### src/reset_clock_pkg.sv
// constants, types and register map for the reset and clock sequencer
package reset_clock_pkg;

  // register byte addresses on the 16-bit register port
  localparam logic [15:0] ADDR_BREAK_STATUS = 16'hFE00;
  localparam logic [15:0] ADDR_RESET_CAUSE  = 16'hFE01;
  localparam logic [15:0] ADDR_BREAK_CLEAR  = 16'hFE03;
  localparam logic [15:0] ADDR_SYS_CONFIG   = 16'hFE04;

  // reset cause bit positions
  localparam int CAUSE_POWER_ON = 7;
  localparam int CAUSE_PIN      = 6;
  localparam int CAUSE_WDOG     = 5;
  localparam int CAUSE_BAD_OP   = 4;
  localparam int CAUSE_BAD_ADDR = 3;
  localparam int CAUSE_BROWNOUT = 1;

  // break registers
  localparam int BREAK_WAIT_BIT  = 1;
  localparam int CLEAR_ALLOW_BIT = 7;

  // system configuration bits
  localparam int CFG_WDOG_DIS   = 0;
  localparam int CFG_BO_PWR_DIS = 1;
  localparam int CFG_BO_RST_DIS = 2;
  localparam int CFG_SHORT_REC  = 3;
  localparam int CFG_STOP_ALLOW = 4;
  localparam int CFG_PLL_SEL    = 5;
  localparam logic [7:0] CFG_RESET   = 8'h00;
  localparam logic [7:0] CAUSE_RESET = 8'h00;
  localparam logic [7:0] BYTE_ZERO   = 8'h00;

  // sequence lengths in reference clock ticks
  localparam int STAB_WIDTH      = 12;
  localparam int STAB_TICKS      = 4096;
  localparam int PIN_DRIVE_TICKS = 32;
  localparam int INTERNAL_RESET_LINE_HOLD_TICKS = 32;
  localparam int STOP_SHORT_TICKS = 32;
  localparam int PIN_FLAG_EXTRA  = 3;
  localparam int SEQ_WIDTH       = 13;

  // reset vector addresses
  localparam logic [15:0] VECTOR_NORMAL  = 16'hFFFE;
  localparam logic [15:0] VECTOR_MONITOR = 16'hFEFE;

  // sequencer states
  typedef enum logic [2:0] {
    ST_RUN      = 3'b000,
    ST_POR_HOLD = 3'b001,
    ST_PIN_DRV  = 3'b010,
    ST_INTERNAL_RESET_LINE     = 3'b011,
    ST_EXT      = 3'b100,
    ST_STOP     = 3'b101,
    ST_STOP_REC = 3'b110
  } state_t;

  // cpu status strobes, same clock domain
  typedef struct packed {
    logic illegalOp;
    logic stopInstr;
    logic waitInstr;
    logic opcodeFetch;
    logic addrUnmapped;
    logic wakeEvent;
    logic breakWait;
    logic monitorMode;
  } cpu_status_t;

  // clock enables handed to the rest of the chip
  typedef struct packed {
    logic clockgenTick;
    logic busTick;
    logic cpuClkEn;
    logic periphClkEn;
  } clock_ctl_t;

endpackage

### src/reset_clock_sequencer.sv
// bus clock gating and reset sequencing for the system integration unit
//
// Decided for this implementation: the strobed register port.
module reset_clock_sequencer
  import reset_clock_pkg::*;
#(
  parameter int STAB_COUNT = STAB_TICKS  // shorten for simulation
)(
  // clock and reset
  input  wire logic        clock,
  input  wire logic        rst_b,
  // reference and pll enable pulses
  input  wire logic        oscRefFall,
  input  wire logic        pllOutTick,
  // asynchronous requests
  input  wire logic        powerOnPulse,
  input  wire logic        brownoutDetector,
  input  wire logic        watchdogReset,
  // cpu status
  input  wire cpu_status_t cpuStat,
  // register port
  input  wire logic [15:0] regAddr,
  input  wire logic [7:0]  regWdata,
  input  wire logic        regWrite,
  input  wire logic        regRead,
  output logic      [7:0]  regRdata,
  // reset pin, open drain
  input  wire logic        resetPinIn,
  output logic             resetPinOut,
  output logic             resetPinOe_b,
  // outputs to the chip
  output clock_ctl_t       clkCtl,
  output logic             internalResetLine,
  output logic      [15:0] resetVector,
  output logic             watchdogTick,
  output logic             clockgenEnable
);

  localparam logic [SEQ_WIDTH-1:0] STAB_LAST = SEQ_WIDTH'(STAB_COUNT - 1);
  localparam logic [SEQ_WIDTH-1:0] DRV_LAST = SEQ_WIDTH'(PIN_DRIVE_TICKS - 1);
  localparam logic [SEQ_WIDTH-1:0] INTERNAL_RESET_LINE_LAST = SEQ_WIDTH'(INTERNAL_RESET_LINE_HOLD_TICKS - 1);
  localparam logic [SEQ_WIDTH-1:0] SHORT_LAST =
    SEQ_WIDTH'(STOP_SHORT_TICKS - 1);
  localparam logic [SEQ_WIDTH-1:0] PIN_MIN_SHORT =
    SEQ_WIDTH'(PIN_DRIVE_TICKS + INTERNAL_RESET_LINE_HOLD_TICKS + PIN_FLAG_EXTRA);
  localparam logic [SEQ_WIDTH-1:0] PIN_MIN_LONG =
    SEQ_WIDTH'(STAB_COUNT + PIN_DRIVE_TICKS + INTERNAL_RESET_LINE_HOLD_TICKS
               + PIN_FLAG_EXTRA);

  state_t                 state_r;       // sequencer state
  logic [SEQ_WIDTH-1:0]   seqCnt_r;      // ticks spent in current state
  logic [STAB_WIDTH-1:0]  stabCnt_r;     // free stabilisation counter
  logic [SEQ_WIDTH-1:0]   pinLowCnt_r;   // ticks pin seen low
  logic [7:0]             cause_r;       // reset cause flags
  logic [7:0]             config_r;      // system configuration
  logic                   breakWait_r;   // break during wait flag
  logic                   clearAllow_r;  // break flag clear allow
  logic                   waitMode_r;    // cpu in wait
  logic                   srcDiv_r;      // source halving phase
  logic                   busDiv_r;      // clockgen halving phase
  logic                   longCause_r;   // power-on or brownout sequence
  logic [3:0]             syncA_r;       // first synchroniser stage
  logic [3:0]             syncB_r;       // second synchroniser stage
  logic [1:0]             drvEcho_r;     // own pin drive, two flops late
  logic                   pinExt;        // pin held low from outside
  logic                   porS;
  logic                   boS;
  logic                   wdS;
  logic                   pinLowS;
  logic                   srcTick;
  logic                   cgTick;
  logic                   driving;
  logic                   inReset;
  logic                   boReq;
  logic                   wdReq;
  logic                   opReq;
  logic                   adReq;
  logic                   shortReq;
  logic                   pinLimit;
  logic [7:0]             causeMask;

  // two flops on every asynchronous input
  always_ff @(posedge clock)
  begin
    if (!rst_b)
    begin
      syncA_r <= 4'h0;
      syncB_r <= 4'h0;
      drvEcho_r <= 2'h3;  // pin is driven while held in reset
    end
    else
    begin
      syncA_r <= {~resetPinIn, watchdogReset, brownoutDetector, powerOnPulse};
      syncB_r <= syncA_r;
      drvEcho_r <= {drvEcho_r[0], driving};
    end
  end

  assign porS    = syncB_r[0];
  assign boS     = syncB_r[1];
  assign wdS     = syncB_r[2];
  assign pinLowS = syncB_r[3];

  // own drive reaches the synced pin two cycles late; mask that echo so
  // letting go of the pin is not taken for an outside pull
  assign pinExt = pinLowS && !driving && !drvEcho_r[1];

  // reset request decode from each source
  assign boReq = boS & ~config_r[CFG_BO_PWR_DIS]
               & ~config_r[CFG_BO_RST_DIS];
  assign wdReq = wdS & ~config_r[CFG_WDOG_DIS];
  assign opReq = cpuStat.illegalOp
               | (cpuStat.stopInstr & ~config_r[CFG_STOP_ALLOW]);
  assign adReq = cpuStat.opcodeFetch & cpuStat.addrUnmapped;
  assign shortReq = wdReq | opReq | adReq;

  assign driving = (state_r == ST_POR_HOLD) || (state_r == ST_PIN_DRV);
  assign inReset = driving || (state_r == ST_INTERNAL_RESET_LINE) || (state_r == ST_EXT);

  // cause bits for a new event, power-on alone wins
  always_comb
  begin
    causeMask = BYTE_ZERO;
    if (porS)
      causeMask[CAUSE_POWER_ON] = 1'b1;
    else
    begin
      causeMask[CAUSE_BROWNOUT] = boReq;
      causeMask[CAUSE_WDOG]     = wdReq;
      causeMask[CAUSE_BAD_OP]   = opReq;
      causeMask[CAUSE_BAD_ADDR] = adReq;
    end
  end

  // clock divider: source over two is clockgen, clockgen over two is bus
  assign srcTick = config_r[CFG_PLL_SEL] ? pllOutTick : oscRefFall;
  assign cgTick  = srcTick & srcDiv_r & clockgenEnable;

  always_ff @(posedge clock)
  begin
    if (!rst_b)
    begin
      srcDiv_r <= 1'b0;
      busDiv_r <= 1'b0;
    end
    else
    begin
      if (srcTick)
        srcDiv_r <= ~srcDiv_r;
      if (cgTick)
        busDiv_r <= ~busDiv_r;
    end
  end

  // gated enables; cpu stops in wait, peripherals keep running
  always_comb
  begin
    clkCtl.clockgenTick = cgTick;
    clkCtl.busTick      = cgTick & busDiv_r;
    clkCtl.periphClkEn  = clkCtl.busTick && (state_r != ST_POR_HOLD)
                          && (state_r != ST_STOP)
                          && (state_r != ST_STOP_REC);
    clkCtl.cpuClkEn     = clkCtl.periphClkEn && !waitMode_r;
  end

  // clockgen output comes on at power-on and stays on
  always_ff @(posedge clock)
  begin
    if (!rst_b)
      clockgenEnable <= 1'b0;
    else if (porS)
      clockgenEnable <= 1'b1;
  end

  // stabilisation counter, overflow drives watchdog prescale
  always_ff @(posedge clock)
  begin
    if (!rst_b)
    begin
      stabCnt_r    <= '0;
      watchdogTick <= 1'b0;
    end
    else if (porS || boReq || shortReq
             || (state_r == ST_RUN && cpuStat.stopInstr))
    begin
      stabCnt_r    <= '0;
      watchdogTick <= 1'b0;
    end
    else
    begin
      watchdogTick <= oscRefFall && (&stabCnt_r);
      if (oscRefFall)
        stabCnt_r <= stabCnt_r + 1'b1;
    end
  end

  // sequencer state and tick count
  always_ff @(posedge clock)
  begin
    if (!rst_b)
    begin
      state_r     <= ST_POR_HOLD;
      seqCnt_r    <= '0;
      longCause_r <= 1'b1;
    end
    else if (porS || boS && boReq)
    begin
      state_r     <= ST_POR_HOLD;
      seqCnt_r    <= '0;
      longCause_r <= 1'b1;
    end
    else if (shortReq && !inReset)
    begin
      state_r     <= ST_PIN_DRV;
      seqCnt_r    <= '0;
      longCause_r <= 1'b0;
    end
    else if (pinExt && state_r != ST_EXT)
    begin
      state_r  <= ST_EXT;
      seqCnt_r <= '0;
    end
    else
    begin
      case (state_r)
        ST_POR_HOLD:
          if (oscRefFall)
          begin
            if (seqCnt_r == STAB_LAST)
            begin
              state_r  <= ST_PIN_DRV;
              seqCnt_r <= '0;
            end
            else
              seqCnt_r <= seqCnt_r + 1'b1;
          end
        ST_PIN_DRV:
          if (oscRefFall)
          begin
            if (seqCnt_r == DRV_LAST)
            begin
              state_r  <= ST_INTERNAL_RESET_LINE;
              seqCnt_r <= '0;
            end
            else
              seqCnt_r <= seqCnt_r + 1'b1;
          end
        ST_INTERNAL_RESET_LINE:
          if (oscRefFall)
          begin
            if (seqCnt_r == INTERNAL_RESET_LINE_LAST)
            begin
              state_r     <= ST_RUN;
              seqCnt_r    <= '0;
              longCause_r <= 1'b0;
            end
            else
              seqCnt_r <= seqCnt_r + 1'b1;
          end
        ST_EXT:
          // release runs the same internal hold as other sources
          if (!pinLowS)
          begin
            state_r  <= ST_INTERNAL_RESET_LINE;
            seqCnt_r <= '0;
          end
        ST_RUN:
          if (cpuStat.stopInstr)
          begin
            state_r  <= ST_STOP;
            seqCnt_r <= '0;
          end
        ST_STOP:
          if (cpuStat.wakeEvent)
          begin
            state_r  <= ST_STOP_REC;
            seqCnt_r <= '0;
          end
        ST_STOP_REC:
          if (oscRefFall)
          begin
            if (seqCnt_r == (config_r[CFG_SHORT_REC] ? SHORT_LAST
                                                     : STAB_LAST))
            begin
              state_r  <= ST_RUN;
              seqCnt_r <= '0;
            end
            else
              seqCnt_r <= seqCnt_r + 1'b1;
          end
        default:
          state_r <= ST_POR_HOLD;
      endcase
    end
  end

  // wait mode flag, left on wake or any reset
  always_ff @(posedge clock)
  begin
    if (!rst_b || inReset || cpuStat.wakeEvent)
      waitMode_r <= 1'b0;
    else if (cpuStat.waitInstr && state_r == ST_RUN)
      waitMode_r <= 1'b1;
  end

  // pin low time, threshold depends on the running sequence
  assign pinLimit = pinLowCnt_r == (longCause_r ? PIN_MIN_LONG
                                                : PIN_MIN_SHORT);

  always_ff @(posedge clock)
  begin
    if (!rst_b || !pinLowS)
      pinLowCnt_r <= '0;
    else if (oscRefFall && !pinLimit)
      pinLowCnt_r <= pinLowCnt_r + 1'b1;
  end

  // cause flags; a new event replaces old flags, later ones add
  // to them, writes never touch it
  always_ff @(posedge clock)
  begin
    if (!rst_b)
      cause_r <= CAUSE_RESET;
    else if (porS)
      cause_r <= causeMask;
    else if (causeMask != BYTE_ZERO && !inReset)
      cause_r <= causeMask;
    else if (pinExt && !inReset)
      cause_r <= BYTE_ZERO;  // fresh pin event
    else
    begin
      cause_r                <= cause_r | causeMask;
      cause_r[CAUSE_PIN]     <= cause_r[CAUSE_PIN] | pinLimit;
    end
  end

  // software registers, all back to defaults under internal reset
  always_ff @(posedge clock)
  begin
    if (!rst_b || inReset)
    begin
      config_r     <= CFG_RESET;
      clearAllow_r <= 1'b0;
    end
    else if (regWrite && regAddr == ADDR_SYS_CONFIG)
      config_r <= regWdata;
    else if (regWrite && regAddr == ADDR_BREAK_CLEAR)
      clearAllow_r <= regWdata[CLEAR_ALLOW_BIT];
  end

  // break wait flag: set wins over a software clear by zero
  always_ff @(posedge clock)
  begin
    if (!rst_b || inReset)
      breakWait_r <= 1'b0;
    else if (cpuStat.breakWait && waitMode_r)
      breakWait_r <= 1'b1;
    else if (regWrite && regAddr == ADDR_BREAK_STATUS
             && !regWdata[BREAK_WAIT_BIT])
      breakWait_r <= 1'b0;
  end

  // read data one cycle after the strobe, zero elsewhere
  always_ff @(posedge clock)
  begin
    if (!rst_b)
      regRdata <= BYTE_ZERO;
    else if (!regRead)
      regRdata <= BYTE_ZERO;
    else
    begin
      case (regAddr)
        ADDR_BREAK_STATUS:
          regRdata <= {6'h00, breakWait_r, 1'b0};
        ADDR_RESET_CAUSE:
          regRdata <= cause_r;
        ADDR_BREAK_CLEAR:
          regRdata <= {clearAllow_r, 7'h00};
        ADDR_SYS_CONFIG:
          regRdata <= config_r;
        default:
          regRdata <= BYTE_ZERO;
      endcase
    end
  end

  // pin drive, internal reset and vector
  assign resetPinOut       = 1'b0;
  assign resetPinOe_b      = ~driving;
  assign internalResetLine = inReset;
  assign resetVector = cpuStat.monitorMode ? VECTOR_MONITOR
                                           : VECTOR_NORMAL;

  // checks
  a_pin_drive_len: assert property (@(posedge clock) disable iff (!rst_b)
    state_r == ST_PIN_DRV && seqCnt_r == DRV_LAST && oscRefFall
    && !porS && !boReq
    |=> state_r == ST_INTERNAL_RESET_LINE && !resetPinOe_b == 1'b0)
    else $error("pin drive did not end after its count");
  a_internal_reset_line_release: assert property (@(posedge clock) disable iff (!rst_b)
    state_r == ST_INTERNAL_RESET_LINE && seqCnt_r == INTERNAL_RESET_LINE_LAST && oscRefFall
    && !porS && !boReq && !shortReq && !pinLowS
    |=> !internalResetLine)
    else $error("internal reset not released after hold");
  a_por_hold_pin: assert property (@(posedge clock) disable iff (!rst_b)
    state_r == ST_POR_HOLD |-> !resetPinOe_b && !clkCtl.periphClkEn)
    else $error("pin or clocks wrong during stabilisation");
  a_wait_cpu_off: assert property (@(posedge clock) disable iff (!rst_b)
    waitMode_r |-> !clkCtl.cpuClkEn)
    else $error("cpu clock ran in wait");
  a_bus_quarter: assert property (@(posedge clock) disable iff (!rst_b)
    clkCtl.busTick |=> !clkCtl.busTick)
    else $error("bus tick on consecutive cycles");
  a_wdog_cause: assert property (@(posedge clock) disable iff (!rst_b)
    wdS && !config_r[CFG_WDOG_DIS] && !inReset && !porS
    |=> cause_r[CAUSE_WDOG] && state_r == ST_PIN_DRV)
    else $error("watchdog reset not recorded");
  a_bad_op_cause: assert property (@(posedge clock) disable iff (!rst_b)
    opReq && !inReset && !porS |=> cause_r[CAUSE_BAD_OP])
    else $error("bad opcode not recorded");
  a_data_fetch_ok: assert property (@(posedge clock) disable iff (!rst_b)
    state_r == ST_RUN && cpuStat.addrUnmapped && !cpuStat.opcodeFetch
    && !wdReq && !opReq && !boS && !porS && !pinLowS
    |=> state_r != ST_PIN_DRV)
    else $error("data fetch caused a reset");
  a_cause_ro: assert property (@(posedge clock) disable iff (!rst_b)
    regWrite && regAddr == ADDR_RESET_CAUSE && causeMask == BYTE_ZERO
    && !pinLimit && !pinLowS |=> $stable(cause_r))
    else $error("write changed cause register");
  a_reserved_zero: assert property (@(posedge clock) disable iff (!rst_b)
    cause_r[2] == 1'b0 && cause_r[0] == 1'b0)
    else $error("reserved cause bit set");

  c_por_done: cover property (@(posedge clock) disable iff (!rst_b)
    state_r == ST_INTERNAL_RESET_LINE ##1 state_r == ST_RUN);
  c_stop_exit: cover property (@(posedge clock) disable iff (!rst_b)
    state_r == ST_STOP_REC ##1 state_r == ST_RUN);
  c_pin_flag: cover property (@(posedge clock) disable iff (!rst_b)
    $rose(cause_r[CAUSE_PIN]));
  c_wdog_reset: cover property (@(posedge clock) disable iff (!rst_b)
    $rose(cause_r[CAUSE_WDOG]));

endmodule

### config.mk
export PLATFORM = sky130hd
export DESIGN_NAME = reset_clock_sequencer
export DESIGN_NICKNAME = d
export VERILOG_FILES = /design/src/reset_clock_pkg.sv /design/src/reset_clock_sequencer.sv
export SDC_FILE = /design/constraint.sdc
export NUM_CORES = 1
export LEC_CHECK = 0
export ABC_CLOCK_PERIOD_IN_PS = 3000
export BUFFER_PORTS_ARGS = -buffer_cell sky130_fd_sc_hd__buf_2
export CORE_MARGIN = 5
export CORE_UTILIZATION = 55
export DETAILED_ROUTE_END_ITERATION = 10
export GPL_ROUTABILITY_DRIVEN = 0
export PLACE_DENSITY = 0.8
export SETUP_SLACK_MARGIN = 0.15
export SYNTH_ARGS = -nofsm -noshare
export SYNTH_HDL_FRONTEND = slang
export SYNTH_SLANG_ARGS = --single-unit
### constraint.sdc
create_clock -name clock -period 3 [get_ports clock]
set_clock_uncertainty 0.1 [all_clocks]
set_input_delay 0.9 -clock clock [delete_from_list [all_inputs] [get_ports clock]]
set_output_delay 0.9 -clock clock [all_outputs]
set_load 0.05 [all_outputs]
==> results of run 1 <==
==> synthesized netlist by cell type (all sizes together), types with 2 or more instances <==
cell type,instances
xor2,17
nor3,17
o21ai,17
nor2b,9
inv,10
nor3b,3
a21boi,2
and3b,2
and2,12
nand2,46
a211oi,2
o21a,2
or2,4
and3,10
a21oi,33
dfxtp,81
conb,2
nand4,12
and4,5
nor4,4
buf,27
a22oi,5
ha,3
mux2i,7
or3,6
a21o,4
xnor2,15
clkbuf,5
nor2,49
nand3,15
nand2b,9
nand3b,3
==> layer usage <==
metal | GRT usage | part of all wire | up-vias
li1 | - | - | 1666
met1 | 0.236 | 0.45 | 1565
met2 | 0.332 | 0.50 | 79
met3 | 0.0515 | 0.046 | 6
met4 | 0.0710 | 0.0081 | 0
met5 | 0 | 0 | -
==> registers in the layout, indices dropped and copies added (netlist names), 2 cells and up <==
register     flops
cause_r          6
seqCnt_r        13
pinLowCnt_r     13
state_r          3
regRdata         8
config_r         8
syncA_r          4
stabCnt_r       12
drvEcho_r        2
syncB_r          4
==> through the flow <==
stage / std cells / utilization / TNS (ps) / power (W) / setup slack [ps]
2_1_floorplan: 467 / - / -234 / 0.00144 / -234
3_5_place_dp: 602 / 0.620 / -101 / 0.00153 / -101
3_3_place_gp: 602 / 0.620 / -92.6 / 0.00152 / -92.6
4_1_cts: 619 / 0.655 / -14.9 / 0.00230 / -14.9
5_1_grt: 620 / 0.658 / -34.3 / 0.00239 / -34.3
6_report: 620 / 0.658 / -22.2 / 0.00229 / -22.2
==> timing repair <==
| item | in CTS | in global routing |
|---|---|---|
| buffers inserted | 1 | 1 |
| resized for setup | 10 | 5 |
| endpoints found under the setup margin | 3 | 3 |
==> report_power, final <==
group / total [W] / switching [W] / internal (W)
logic: 0.000380 / 0.000252 / 0.000128
clock network: 0.000773 / 0.000448 / 0.000324
registers: 0.00113 / 0.0000303 / 0.00110
==> kinds of logic after synthesis <==
group / count (synthesis)
buffers and inverters: 42
AOI/OAI and AO/OA: 75
DFF: 81
and+or+nand+nor: 210
adders and majority gates: 3
xor gates and xnor gates: 32
muxes: 8
other: 2
==> worst paths after layout <==
check | slack, ps | depth (start not counted) | endpoint | start
hold reg to reg | 330 | 1 | drvEcho_r[1] | drvEcho_r[0]
setup reg to reg | 680 | 5 | seqCnt_r[2] | state_r[1]
hold / removal | 330 | 1 | drvEcho_r[1] | drvEcho_r[0]
setup / recovery | -20 | 7 | clkCtl[1] | oscRefFall
==> area by class of cell <==
cell class                 count  share of cell area
sequential                    81               0.363
clock inverter                 7              0.0160
clock buffer                   9              0.0277
tap                           96              0.0269
timing repair buffer          73               0.101
multi-input combinational    344               0.457
inverter                      10             0.00840
==> results.md, run 1 <==
- The detailed router placed 3316 vias in this run.
- The fraction of synthesis flops using an asynchronous set or reset pin is 0.
- Setup repair after global routing could not meet its margin everywhere.
- The relative max-transition margin is 0.339.
- The per-cell routed wire length is 13.5 um.
- The dominant register cell in the synthesized netlist is sky130_fd_sc_hd__dfxtp_1.
- The first detailed-routing pass took 7 iterations.
- In this run the cell area of the synthesized design comes to 3840 um^2.
- The first-pass GRT wire length is 13700 um.
- STA classifies the critical path startpoint as an input pin.
- The count of mapped cells out of synthesis is 453.
- The synthesis-to-finish area growth is 16.4%.
- The worst-margin pin slew is 984 ps.
- The initialized floorplan defines 30 standard-cell rows.
- The slowest stage of the critical path is the sky130_fd_sc_hd__mux2_4 cell.
- In the routed design, unresolved DRC markers number 2.
- The highest achievable clock rate is 0.331 GHz.
- The aggregate global-route resource usage is 0.195.
- TritonCTS built the clock tree.
- The final worst-path cycle share is 1.01.
- The tree is rooted in a sky130_fd_sc_hd__clkbuf_8.
- Ranked by total cell area, the synthesized netlist is headed by sky130_fd_sc_hd__dfxtp_1, sky130_fd_sc_hd__nor2_1, sky130_fd_sc_hd__nand2_1.
- The worst vdd rail ir drop is 0.374 mV.
- At the later pin of the worst-skew pair, clock insertion delay measures 360 ps.
- In the layout the commonest cells are sky130_fd_sc_hd__dfxtp_1, sky130_fd_sc_hd__buf_2, sky130_fd_sc_hd__nor2_1, sky130_fd_sc_hd__nand2_1, sky130_fd_sc_hd__a21oi_1.
- Registers take 1620 um^2.
- The post-layout net count is 564.
- The endpoint class of the critical path is a primary output.
- The flow ran to the end, but the final reports show violations.
- The number of antenna cells inserted is 0.
- After clock tree synthesis, the clock-pin slew on the worst setup and hold paths is 90 ps.
- The number of buffers on the longest clock path is 2.
- Entering global routing, the biggest net connects 21 pins.
- A synthesized cell averages 8.48 um^2.
- The tightest min-delay check is of the register to register type.
- The share of the synthesized area in the top cell type is 0.422.
- Clock tree synthesis found a total of 81 sinks.
- The largest family of logic cells by synthesized area is simple AND/OR/NAND/NOR gates.
- The data arrival time of the critical path is 2020 ps.
- The initial antenna violation count is 0.
- The largest fanout of any net on the critical path is 2.
- The share of cell area taken by muxes after synthesis is 0.0212.
- The floorplan step defined a die boundary enclosing 8750 um^2.
- The netlist uses 55 different library cells.
- In this run the remaining antenna-violating nets after routing total 0.
- The multi-input combinational cells in the finished layout cover a total of 2040 um^2.
- The kind of critical path is input pin to primary output.
- Dividing the detail-routed via count by the number of cells gives 5.35.
- The aggregate routed wire length is 8380 um.
- In this run the static leakage power is 1.73 nW.
- The layout has 568 filler cells.
- Counting flops with a built-in enable in the synthesized netlist gives 0.
- Leaving out fill and tap cells, the most frequent cell in the layout is sky130_fd_sc_hd__dfxtp_1.
- The starting DRC count in detailed routing is 181.
- The die is 93.6 um wide.
- The signal on the critical path passes through buf_8 > mux2_4 > and3_4 > and2_4 > and3_4 > nor2b_4 > buf_8.
- After global routing the overflow that remains totals 0.
- The initial utilization of the core area, before any placement, comes to 0.565.
- Of the synthesized area, sequential elements account for 0.422.
- The tool flagged a number of max-cap violations equal to 0.
- The arithmetic-cell share of the synthesized area counting full adders, half adders and majority gates is 0.00978.
- The flop and latch count out of synthesis is 81.
- The proportion of layout cells with a drive suffix above 1 is 0.198.
- Across all hold checks on the routed design, the worst slack comes to 329 ps.
- The required time at the worst-slack endpoint is 2000 ps.
- The total count of max-transition violations in the final report is 0.
- The number of buffers and inverters on the critical path is 2.
- The compound-cell area share of the yosys netlist is 0.121.
- On the worst path, the slowest cell contributes a delay of 260 ps.
- The final reports fail on DRC, setup timing.
- The post-layout instance area is 4470 um^2.
- The synthesized design spends more area on one cell type than any other, namely sky130_fd_sc_hd__dfxtp_1.
- The count of buffers added on input and output ports is 58.
- The Yosys step of the flow raised 0 warnings.
- The clock period minus worst slack is 3020 ps.
- The total CTS buffers is 9.
- The wire-length estimate of the detail-placed layout is 6160 um.
- In this run, post-CTS hold repair placed 0 buffers.
- The via count of the first global-routing pass came to 3048.
- 75 I/O pins were placed.
- The die is 93.6 um tall.
- Of the total synthesized cell area, the portion taken by AND, OR, NAND and NOR gates is 0.283.
- Setup violations remaining at the end of the flow were counted as 1.
- The post-synthesis share of cell area spent on xor and xnor gates is 0.0749.
- Dividing total power by cell area gives a power density of 511 nW/um^2.
- In this run the standard cell core region covers 6790 um^2.
- CTS built an H-tree with a depth of 3.
- After layout, the worst setup slack is -22.2 ps.
- The final-report hold violation count is 0.
- Once placement finished, the instance area stood at 4210 um^2.
- Broken down by cell family, the worst path's largest delay share belongs to simple AND/OR/NAND/NOR gates.
No activity file was read; power rests on OpenSTA's default activity.
==> run 2, diff against run 1 <==
--- a/config.mk
+++ b/config.mk
@@ -13,6 +13,7 @@
 export GPL_ROUTABILITY_DRIVEN = 0
 export PLACE_DENSITY = 0.8
 export SETUP_SLACK_MARGIN = 0.15
+export SKIP_LAST_GASP = 1
 export SYNTH_ARGS = -nofsm -noshare
 export SYNTH_HDL_FRONTEND = slang
 export SYNTH_SLANG_ARGS = --single-unit
==> run 2 against run 1 <==
  * Fmax hardly changed
  * Power hardly changed
  * Combinational power hardly changed
  * Global-route usage stayed put
  * Utilization is 0.20 points lower
  * Non-clock buffer count stayed put
  * Sequential share of layout area is 0.11 points higher
  * Count of clock-buffer cells in the layout stayed put
  * Sequential power hardly changed
  * Largest power group unchanged
  * The run ends with setup timing left
==> results.md, run 2 (synthesis gave the netlist of run 1 again) <==
- The worst-skew pair later-pin latency is 370 ps.
- The combined area of the multi-input logic cells is 2040 um^2.
- Once placement completed, the tool counted placed cells totaling 602.
- Relative to the synthesized area, the layout overhead comes to 16.0%.
- The tree is rooted in a sky130_fd_sc_hd__clkbuf_8.
- The smallest hold slack is 329 ps.
- At the pin with the least slew margin, the transition time is 944 ps.
- The initial antenna violation count is 0.
- The remaining routing DRC violations is 0.
- For this run, the detailed router's first-pass iteration total came to 5.
- The aggregate routed wire length is 8310 um.
- The internal reg-to-reg setup slack is 700 ps.
- The number of nets with antenna violations after routing is 0.
- The startpoint identified for the worst register-to-register timing path is seqCnt_r[0].
- From bottom edge to top edge, the die measures 93.6 um.
- The number of maximum-capacitance violations is 0.
- The end point of the critical path is clkCtl[1].
- The final-report hold violation count is 0.
- The aggregate global-route resource usage is 0.195.
- The total count of max-transition violations in the final report came to 0.
- At the worst endpoint, the required time is 2000 ps.
- The worst hold path begins at drvEcho_r[0].
- The placeable core region is 6790 um^2.
- At the end of the flow, the number of nets in the layout was 564.
- Setup repair after global routing could not meet its margin everywhere.
- The completed layout was analyzed and its total power is 0.00229 W.
- The endpoint class of the critical path is a primary output.
- The count of buffers added on input and output ports is 58.
- The clock net sink count is 81.
- The maximum number of pins on one net before global-route repair is 21.
- The final worst-path cycle share is 1.01.
- The placement-stage worst setup slack is -101 ps.
- Counting along the longest clock path gives a buffer depth of 2.
- The number of antenna cells inserted is 0.
- After clock tree synthesis, the clock-pin slew on the worst setup and hold paths is 90 ps.
- TritonCTS built the clock tree.
- The first routing iteration left 162 violations.
- In the final layout, the registers with the most flip-flops are pinLowCnt_r: 13 flops, seqCnt_r: 13 flops, stabCnt_r: 12 flops.
- The I/O pin count is 75.
- In this run, CTS created clock tree buffers numbering 9.
- Along the worst path, the maximum fanout reaches 2.
- In the final routed layout, each cell accounts on average for 13.4 um.
- Once layout is done, the placed cells without fillers occupy 4460 um^2.
- The detailed router placed 3317 vias in this run.
- Dividing the detail-routed via count by the number of cells gives 5.35.
- The HPWL reported at the end of detailed placement is 6160 um.
- Setup violations remaining at the end of the flow were counted as 1.
- The run finished, with violations left.
- Data on the critical path arrives at its endpoint at 2020 ps.
- For this run, the number of standard cells in the final layout without fillers is 620.
- The via count of the first global-routing pass came to 3048.
- The highest achievable clock rate is 0.331 GHz.
- Counting cells, the worst reg-to-reg path comes to 7.
- The clock period minus worst slack is 3020 ps.
- The placed standard-cell area is 4210 um^2.
- The die area is 8750 um^2.
- In this run the horizontal extent of the chip is 93.6 um.
- The count of standard-cell rows is 30.
- The element type at the critical path start is an input pin.
- The relative max-transition margin is 0.367.
- The kind of critical path is input pin to primary output.
- Fill cells in the final layout number 573.
- The first global-routing pass estimated 13700 um of wire.
- The final reports fail on setup timing.
- The end of the worst register-to-register path is seqCnt_r[2].
- Dividing total power by cell area gives a power density of 513 nW/um^2.
- The effective utilization at floorplan is 0.565.
- The sequential standard cell area is 1620 um^2.
- In this run the static leakage power is 1.72 nW.
- The maximum level of the CTS H-tree is 3.
- VDD sags by at most 0.370 mV.
- The final global-route overflow total is 0.
- The launching instance or port of the critical path is oscRefFall.
- In the layout the commonest cells are sky130_fd_sc_hd__dfxtp_1, sky130_fd_sc_hd__buf_2, sky130_fd_sc_hd__nor2_1, sky130_fd_sc_hd__nand2_1, sky130_fd_sc_hd__a21oi_1.
- Leaving out fill and tap cells, the most frequent cell in the layout is sky130_fd_sc_hd__dfxtp_1.
- The worst min-delay path class is register to register.
- For this design, the CTS-stage hold fixing added 0 buffers.
- Of the cells placed in the final design, the portion with a size suffix greater than 1 is 0.198.
- The final worst slack is -21.8 ps.
## run 2: cell types whose count changed in the layout (fill, tap and decap cells not counted)
cell,before,now
sky130_fd_sc_hd__buf_2,54,55
sky130_fd_sc_hd__buf_4,13,14
sky130_fd_sc_hd__buf_6,2,1
sky130_fd_sc_hd__buf_8,4,3
## run 2: cell type report
type,count,area share
Timing Repair Buffer,73,0.0980
Clock buffer,9,0.0278
Sequential cell,81,0.364
Tap cell,96,0.0270
Multi-Input combinational cell,344,0.459
Clock inverter,7,0.0160
Inverter,10,0.00842
## run 2: repair_timing
action,CTS,global route
gates resized for setup,10,0
endpoints found under the setup margin,3,3
buffers inserted,1,1
## run 2: per-stage QoR
| step | TNS [ps] | utilization |
|---|---|---|
| 6_report | -21.8 | 0.656 |
| 5_1_grt | -34.3 | 0.656 |
| 4_1_cts | -14.9 | 0.655 |
| 3_5_place_dp | -101 | 0.620 |
| 3_3_place_gp | -92.6 | 0.620 |
| 2_1_floorplan | -234 | - |
## run 2: layer usage
layer,up-vias,global-route usage,part of all wire
met5,-,0,0
met4,0,0.0710,0.013
met3,10,0.0515,0.048
met2,76,0.332,0.49
met1,1564,0.236,0.44
li1,1667,-,-
## run 2: worst min-delay path by stage
stage,cells after the start,to,slack [ps]
global route,1,drvEcho_r[1],360
CTS,1,drvEcho_r[1],330
detailed placement,1,drvEcho_r[1],300
floorplan,1,drvEcho_r[1],290
finish,1,drvEcho_r[1],330
global placement,1,drvEcho_r[1],290
## run 2: worst max-delay path, stage by stage
cell	delay, ps
sky130_fd_sc_hd__buf_8	100
sky130_fd_sc_hd__mux2_4	260
sky130_fd_sc_hd__and3_4	180
sky130_fd_sc_hd__and2_4	150
sky130_fd_sc_hd__and3_4	150
sky130_fd_sc_hd__nor2b_4	120
sky130_fd_sc_hd__buf_8	140
## run 2: report_power, final
| group | total, W | switching (W) | internal (W) |
|---|---|---|---|
| Combinational | 0.000378 | 0.000250 | 0.000128 |
| Sequential | 0.00113 | 0.0000302 | 0.00110 |
| Clock | 0.000775 | 0.000451 | 0.000324 |
| Total | 0.00229 | 0.000732 | 0.00155 |
==> run 3, diff against run 2 <==
--- a/config.mk
+++ b/config.mk
@@ -7,6 +7,7 @@
 export LEC_CHECK = 0
 export ABC_CLOCK_PERIOD_IN_PS = 3000
 export BUFFER_PORTS_ARGS = -buffer_cell sky130_fd_sc_hd__buf_2
+export CORE_ASPECT_RATIO = 1.75
 export CORE_MARGIN = 5
 export CORE_UTILIZATION = 55
 export DETAILED_ROUTE_END_ITERATION = 10
==> run 3 against run 2 <==
  * Highest routed layer unchanged
  * Largest cell class unchanged
  * Combinational power barely moved
  * Via count fell by 0.48%
  * Die area rose by 0.75%
  * Routed wire length rose by 3.2%
  * Sequential share of layout area fell by 0.55 points
  * Count of clock-buffer cells in the layout did not move
  * Critical path type unchanged
  * Non-clock buffer count fell by 4
  * The run now ends clean
  * Global-route usage rose by 1.7 points
==> results.md, run 3 (synthesis gave the netlist of run 1 again) <==
- The total CTS buffers is 9.
- The worst register-to-register path has a depth of 7.
- The initial utilization of the core area, before any placement, comes to 0.560.
- OpenSTA, run right after detailed placement, puts the worst setup slack at -55.6 ps.
- The remaining routing DRC violations is 0.
- The first-pass GRT wire length is 14700 um.
- At the later pin of the worst-skew pair, clock insertion delay measures 330 ps.
- Along the worst path, the maximum fanout reaches 2.
- Setup slack on the critical path of the routed design comes to 13.6 ps.
- The smallest clock period supported by the final layout is computed as 2990 ps.
- The cell leakage power is 1.76 nW.
- Registers take 1620 um^2.
- The die extent in y is 121 um.
- The worst setup path is of the input pin to primary output kind.
- The element type at the critical path start is an input pin.
- Leaving out fill and tap cells, the most frequent cell in the layout is sky130_fd_sc_hd__dfxtp_1.
- In this run the tightest slew margin relative to its limit is 0.590.
- In this run the deepest clock path goes through 2 buffers.
- The combined area of the multi-input logic cells is 2040 um^2.
- The part of the total power dissipated in the clock network is 0.434.
- Static timing analysis puts the maximum clock frequency at 0.335 GHz.
- After clock tree synthesis, the flow added hold-fix buffers numbering 0.
- The number of antenna cells inserted is 0.
- The initial antenna violation count was 0.
- The total negative slack for setup checks is 0 ps.
- The per-cell routed wire length is 14.2 um.
- The final total power is 0.00266 W.
- For this design the ratio of total power to cell area is 589 nW/um^2.
- Row generation in the floorplan step produced 40 rows.
- The number of input and output port buffers inserted is 58.
- The post-CTS setup-driven buffer insertion count is 0.
- The aggregate routed wire length is 8580 um.
- The worst min-delay path class is register to register.
- Counting instances, the worst hold path has a depth of 1.
- The die covers 8820 um^2.
- The clock tree synthesis step divided the H-tree into 3 levels.
- The synthesis-to-finish area growth is 17.8%.
- Setup repair after global routing could not meet its margin everywhere.
- The flow ran to the end, and the final reports show no timing, DRC or antenna violations.
- Cell internal power was estimated by the tool at 0.00196 W.
- The final layout contains 560 nets.
- After clock tree synthesis, the clock-pin slew on the worst setup and hold paths is 60 ps.
- The via count of the first global-routing pass is 3341.
- At the pin with the least slew margin, the transition time is 610 ps.
- The number of endpoints failing setup at the final stage is 0.
- Entering global routing, the biggest net connects 21 pins.
- The worst setup path is captured at a primary output.
- The final worst-path cycle share is 0.995.
- The starting DRC count in detailed routing is 189.
- 75 I/O pins were placed.
- The via density per instance is 5.47.
- The cell chosen for the clock root is sky130_fd_sc_hd__clkbuf_16.
- The CTS tree is yes.
- The total count of max-transition violations in the final report was 0.
- IR analysis of the VDD net gives a maximum drop of 0.570 mV.
- Of the cells placed in the final design, the portion with a size suffix greater than 1 is 0.192.
- In this run the horizontal extent of the chip is 73.2 um.
- Of the total power, the share spent switching nets is 0.266.
- In the final layout, the registers with the most flip-flops are pinLowCnt_r: 13 flops, seqCnt_r: 13 flops, stabCnt_r: 12 flops.
- The logic gate share of total power is 0.141.
- For this run, the total global-route usage over all layers was measured as 0.212.
- The switching power total is 0.000708 W.
- The HPWL reported at the end of detailed placement is 6470 um.
- The clock net sink count is 81.
- The total iterations of the first detailed-routing run is 4.
- The overall via count from detail_route is 3301.
- The core region is 6860 um^2.
- The final-report hold violation count came to 0.
- Across the run, the number of max-cap violations was 0.
- The required time at the worst-slack endpoint is 2000 ps.
- The layout has 540 filler cells.
- The register share of total power is 0.425.
- The data arrival time of the critical path is 1990 ps.
- For this run the aggregate overflow at the end of global routing stands at 0.
- The count of nets left with antenna violations once routing finished came out at 0.
- In the layout the commonest cells are sky130_fd_sc_hd__dfxtp_1, sky130_fd_sc_hd__buf_2, sky130_fd_sc_hd__nor2_1, sky130_fd_sc_hd__nand2_1, sky130_fd_sc_hd__a21oi_1.
-- run 3: layout make-up --
| class | count | area share |
|---|---|---|
| Clock buffer | 9 | 0.0498 |
| Clock inverter | 7 | 0.0210 |
| Inverter | 10 | 0.00830 |
| Multi-Input combinational cell | 344 | 0.452 |
| Sequential cell | 81 | 0.358 |
| Tap cell | 84 | 0.0232 |
| Timing Repair Buffer | 69 | 0.0874 |
-- run 3: worst paths after layout --
| kind | startpoint | to | slack, ps |
|---|---|---|---|
| worst max-delay path | oscRefFall | clkCtl[1] | 10 |
| worst min-delay path | drvEcho_r[0] | drvEcho_r[1] | 330 |
| worst max register to register | seqCnt_r[0] | seqCnt_r[10] | 750 |
| worst min register to register | drvEcho_r[0] | drvEcho_r[1] | 330 |
-- run 3: metrics by stage --
stage	area [um^2]	std cells	hold slack (ps)	utilization
floorplan	3930	467	286	-
CTS	4520	604	333	0.660
detailed placement	4180	588	315	0.610
global placement	4180	588	300	0.610
global route	4520	604	363	0.660
finish	4520	604	335	0.660
-- run 3: worst max-delay path, cell delays in order --
cell and delay, ps:
sky130_fd_sc_hd__buf_6 90, sky130_fd_sc_hd__mux2_4 270, sky130_fd_sc_hd__and3_4 180, sky130_fd_sc_hd__and2_4 130, sky130_fd_sc_hd__and3_4 140, sky130_fd_sc_hd__nor2b_4 120
sky130_fd_sc_hd__buf_8 150
-- run 3: power groups by stage --
stage / clock, W / sequential (W) / combinational (W)
floorplan: 0 / 0.00114 / 0.000301
global placement: 0 / 0.00115 / 0.000364
detailed placement: 0 / 0.00115 / 0.000372
CTS: 0.00118 / 0.00113 / 0.000375
global route: 0.00123 / 0.00114 / 0.000411
finish: 0.00116 / 0.00113 / 0.000376
-- run 3: layer usage --
layer,GRT usage,share of wire,up-vias
met5,0,0,-
met4,0.0982,0.028,0
met3,0.0624,0.051,22
met2,0.373,0.54,102
met1,0.224,0.38,1524
li1,-,-,1653
-- run 3: what timing repair did --
action,4_1_cts,5_1_grt
resized for setup,5,0
endpoints found under the setup margin,2,3
cloned,0,0
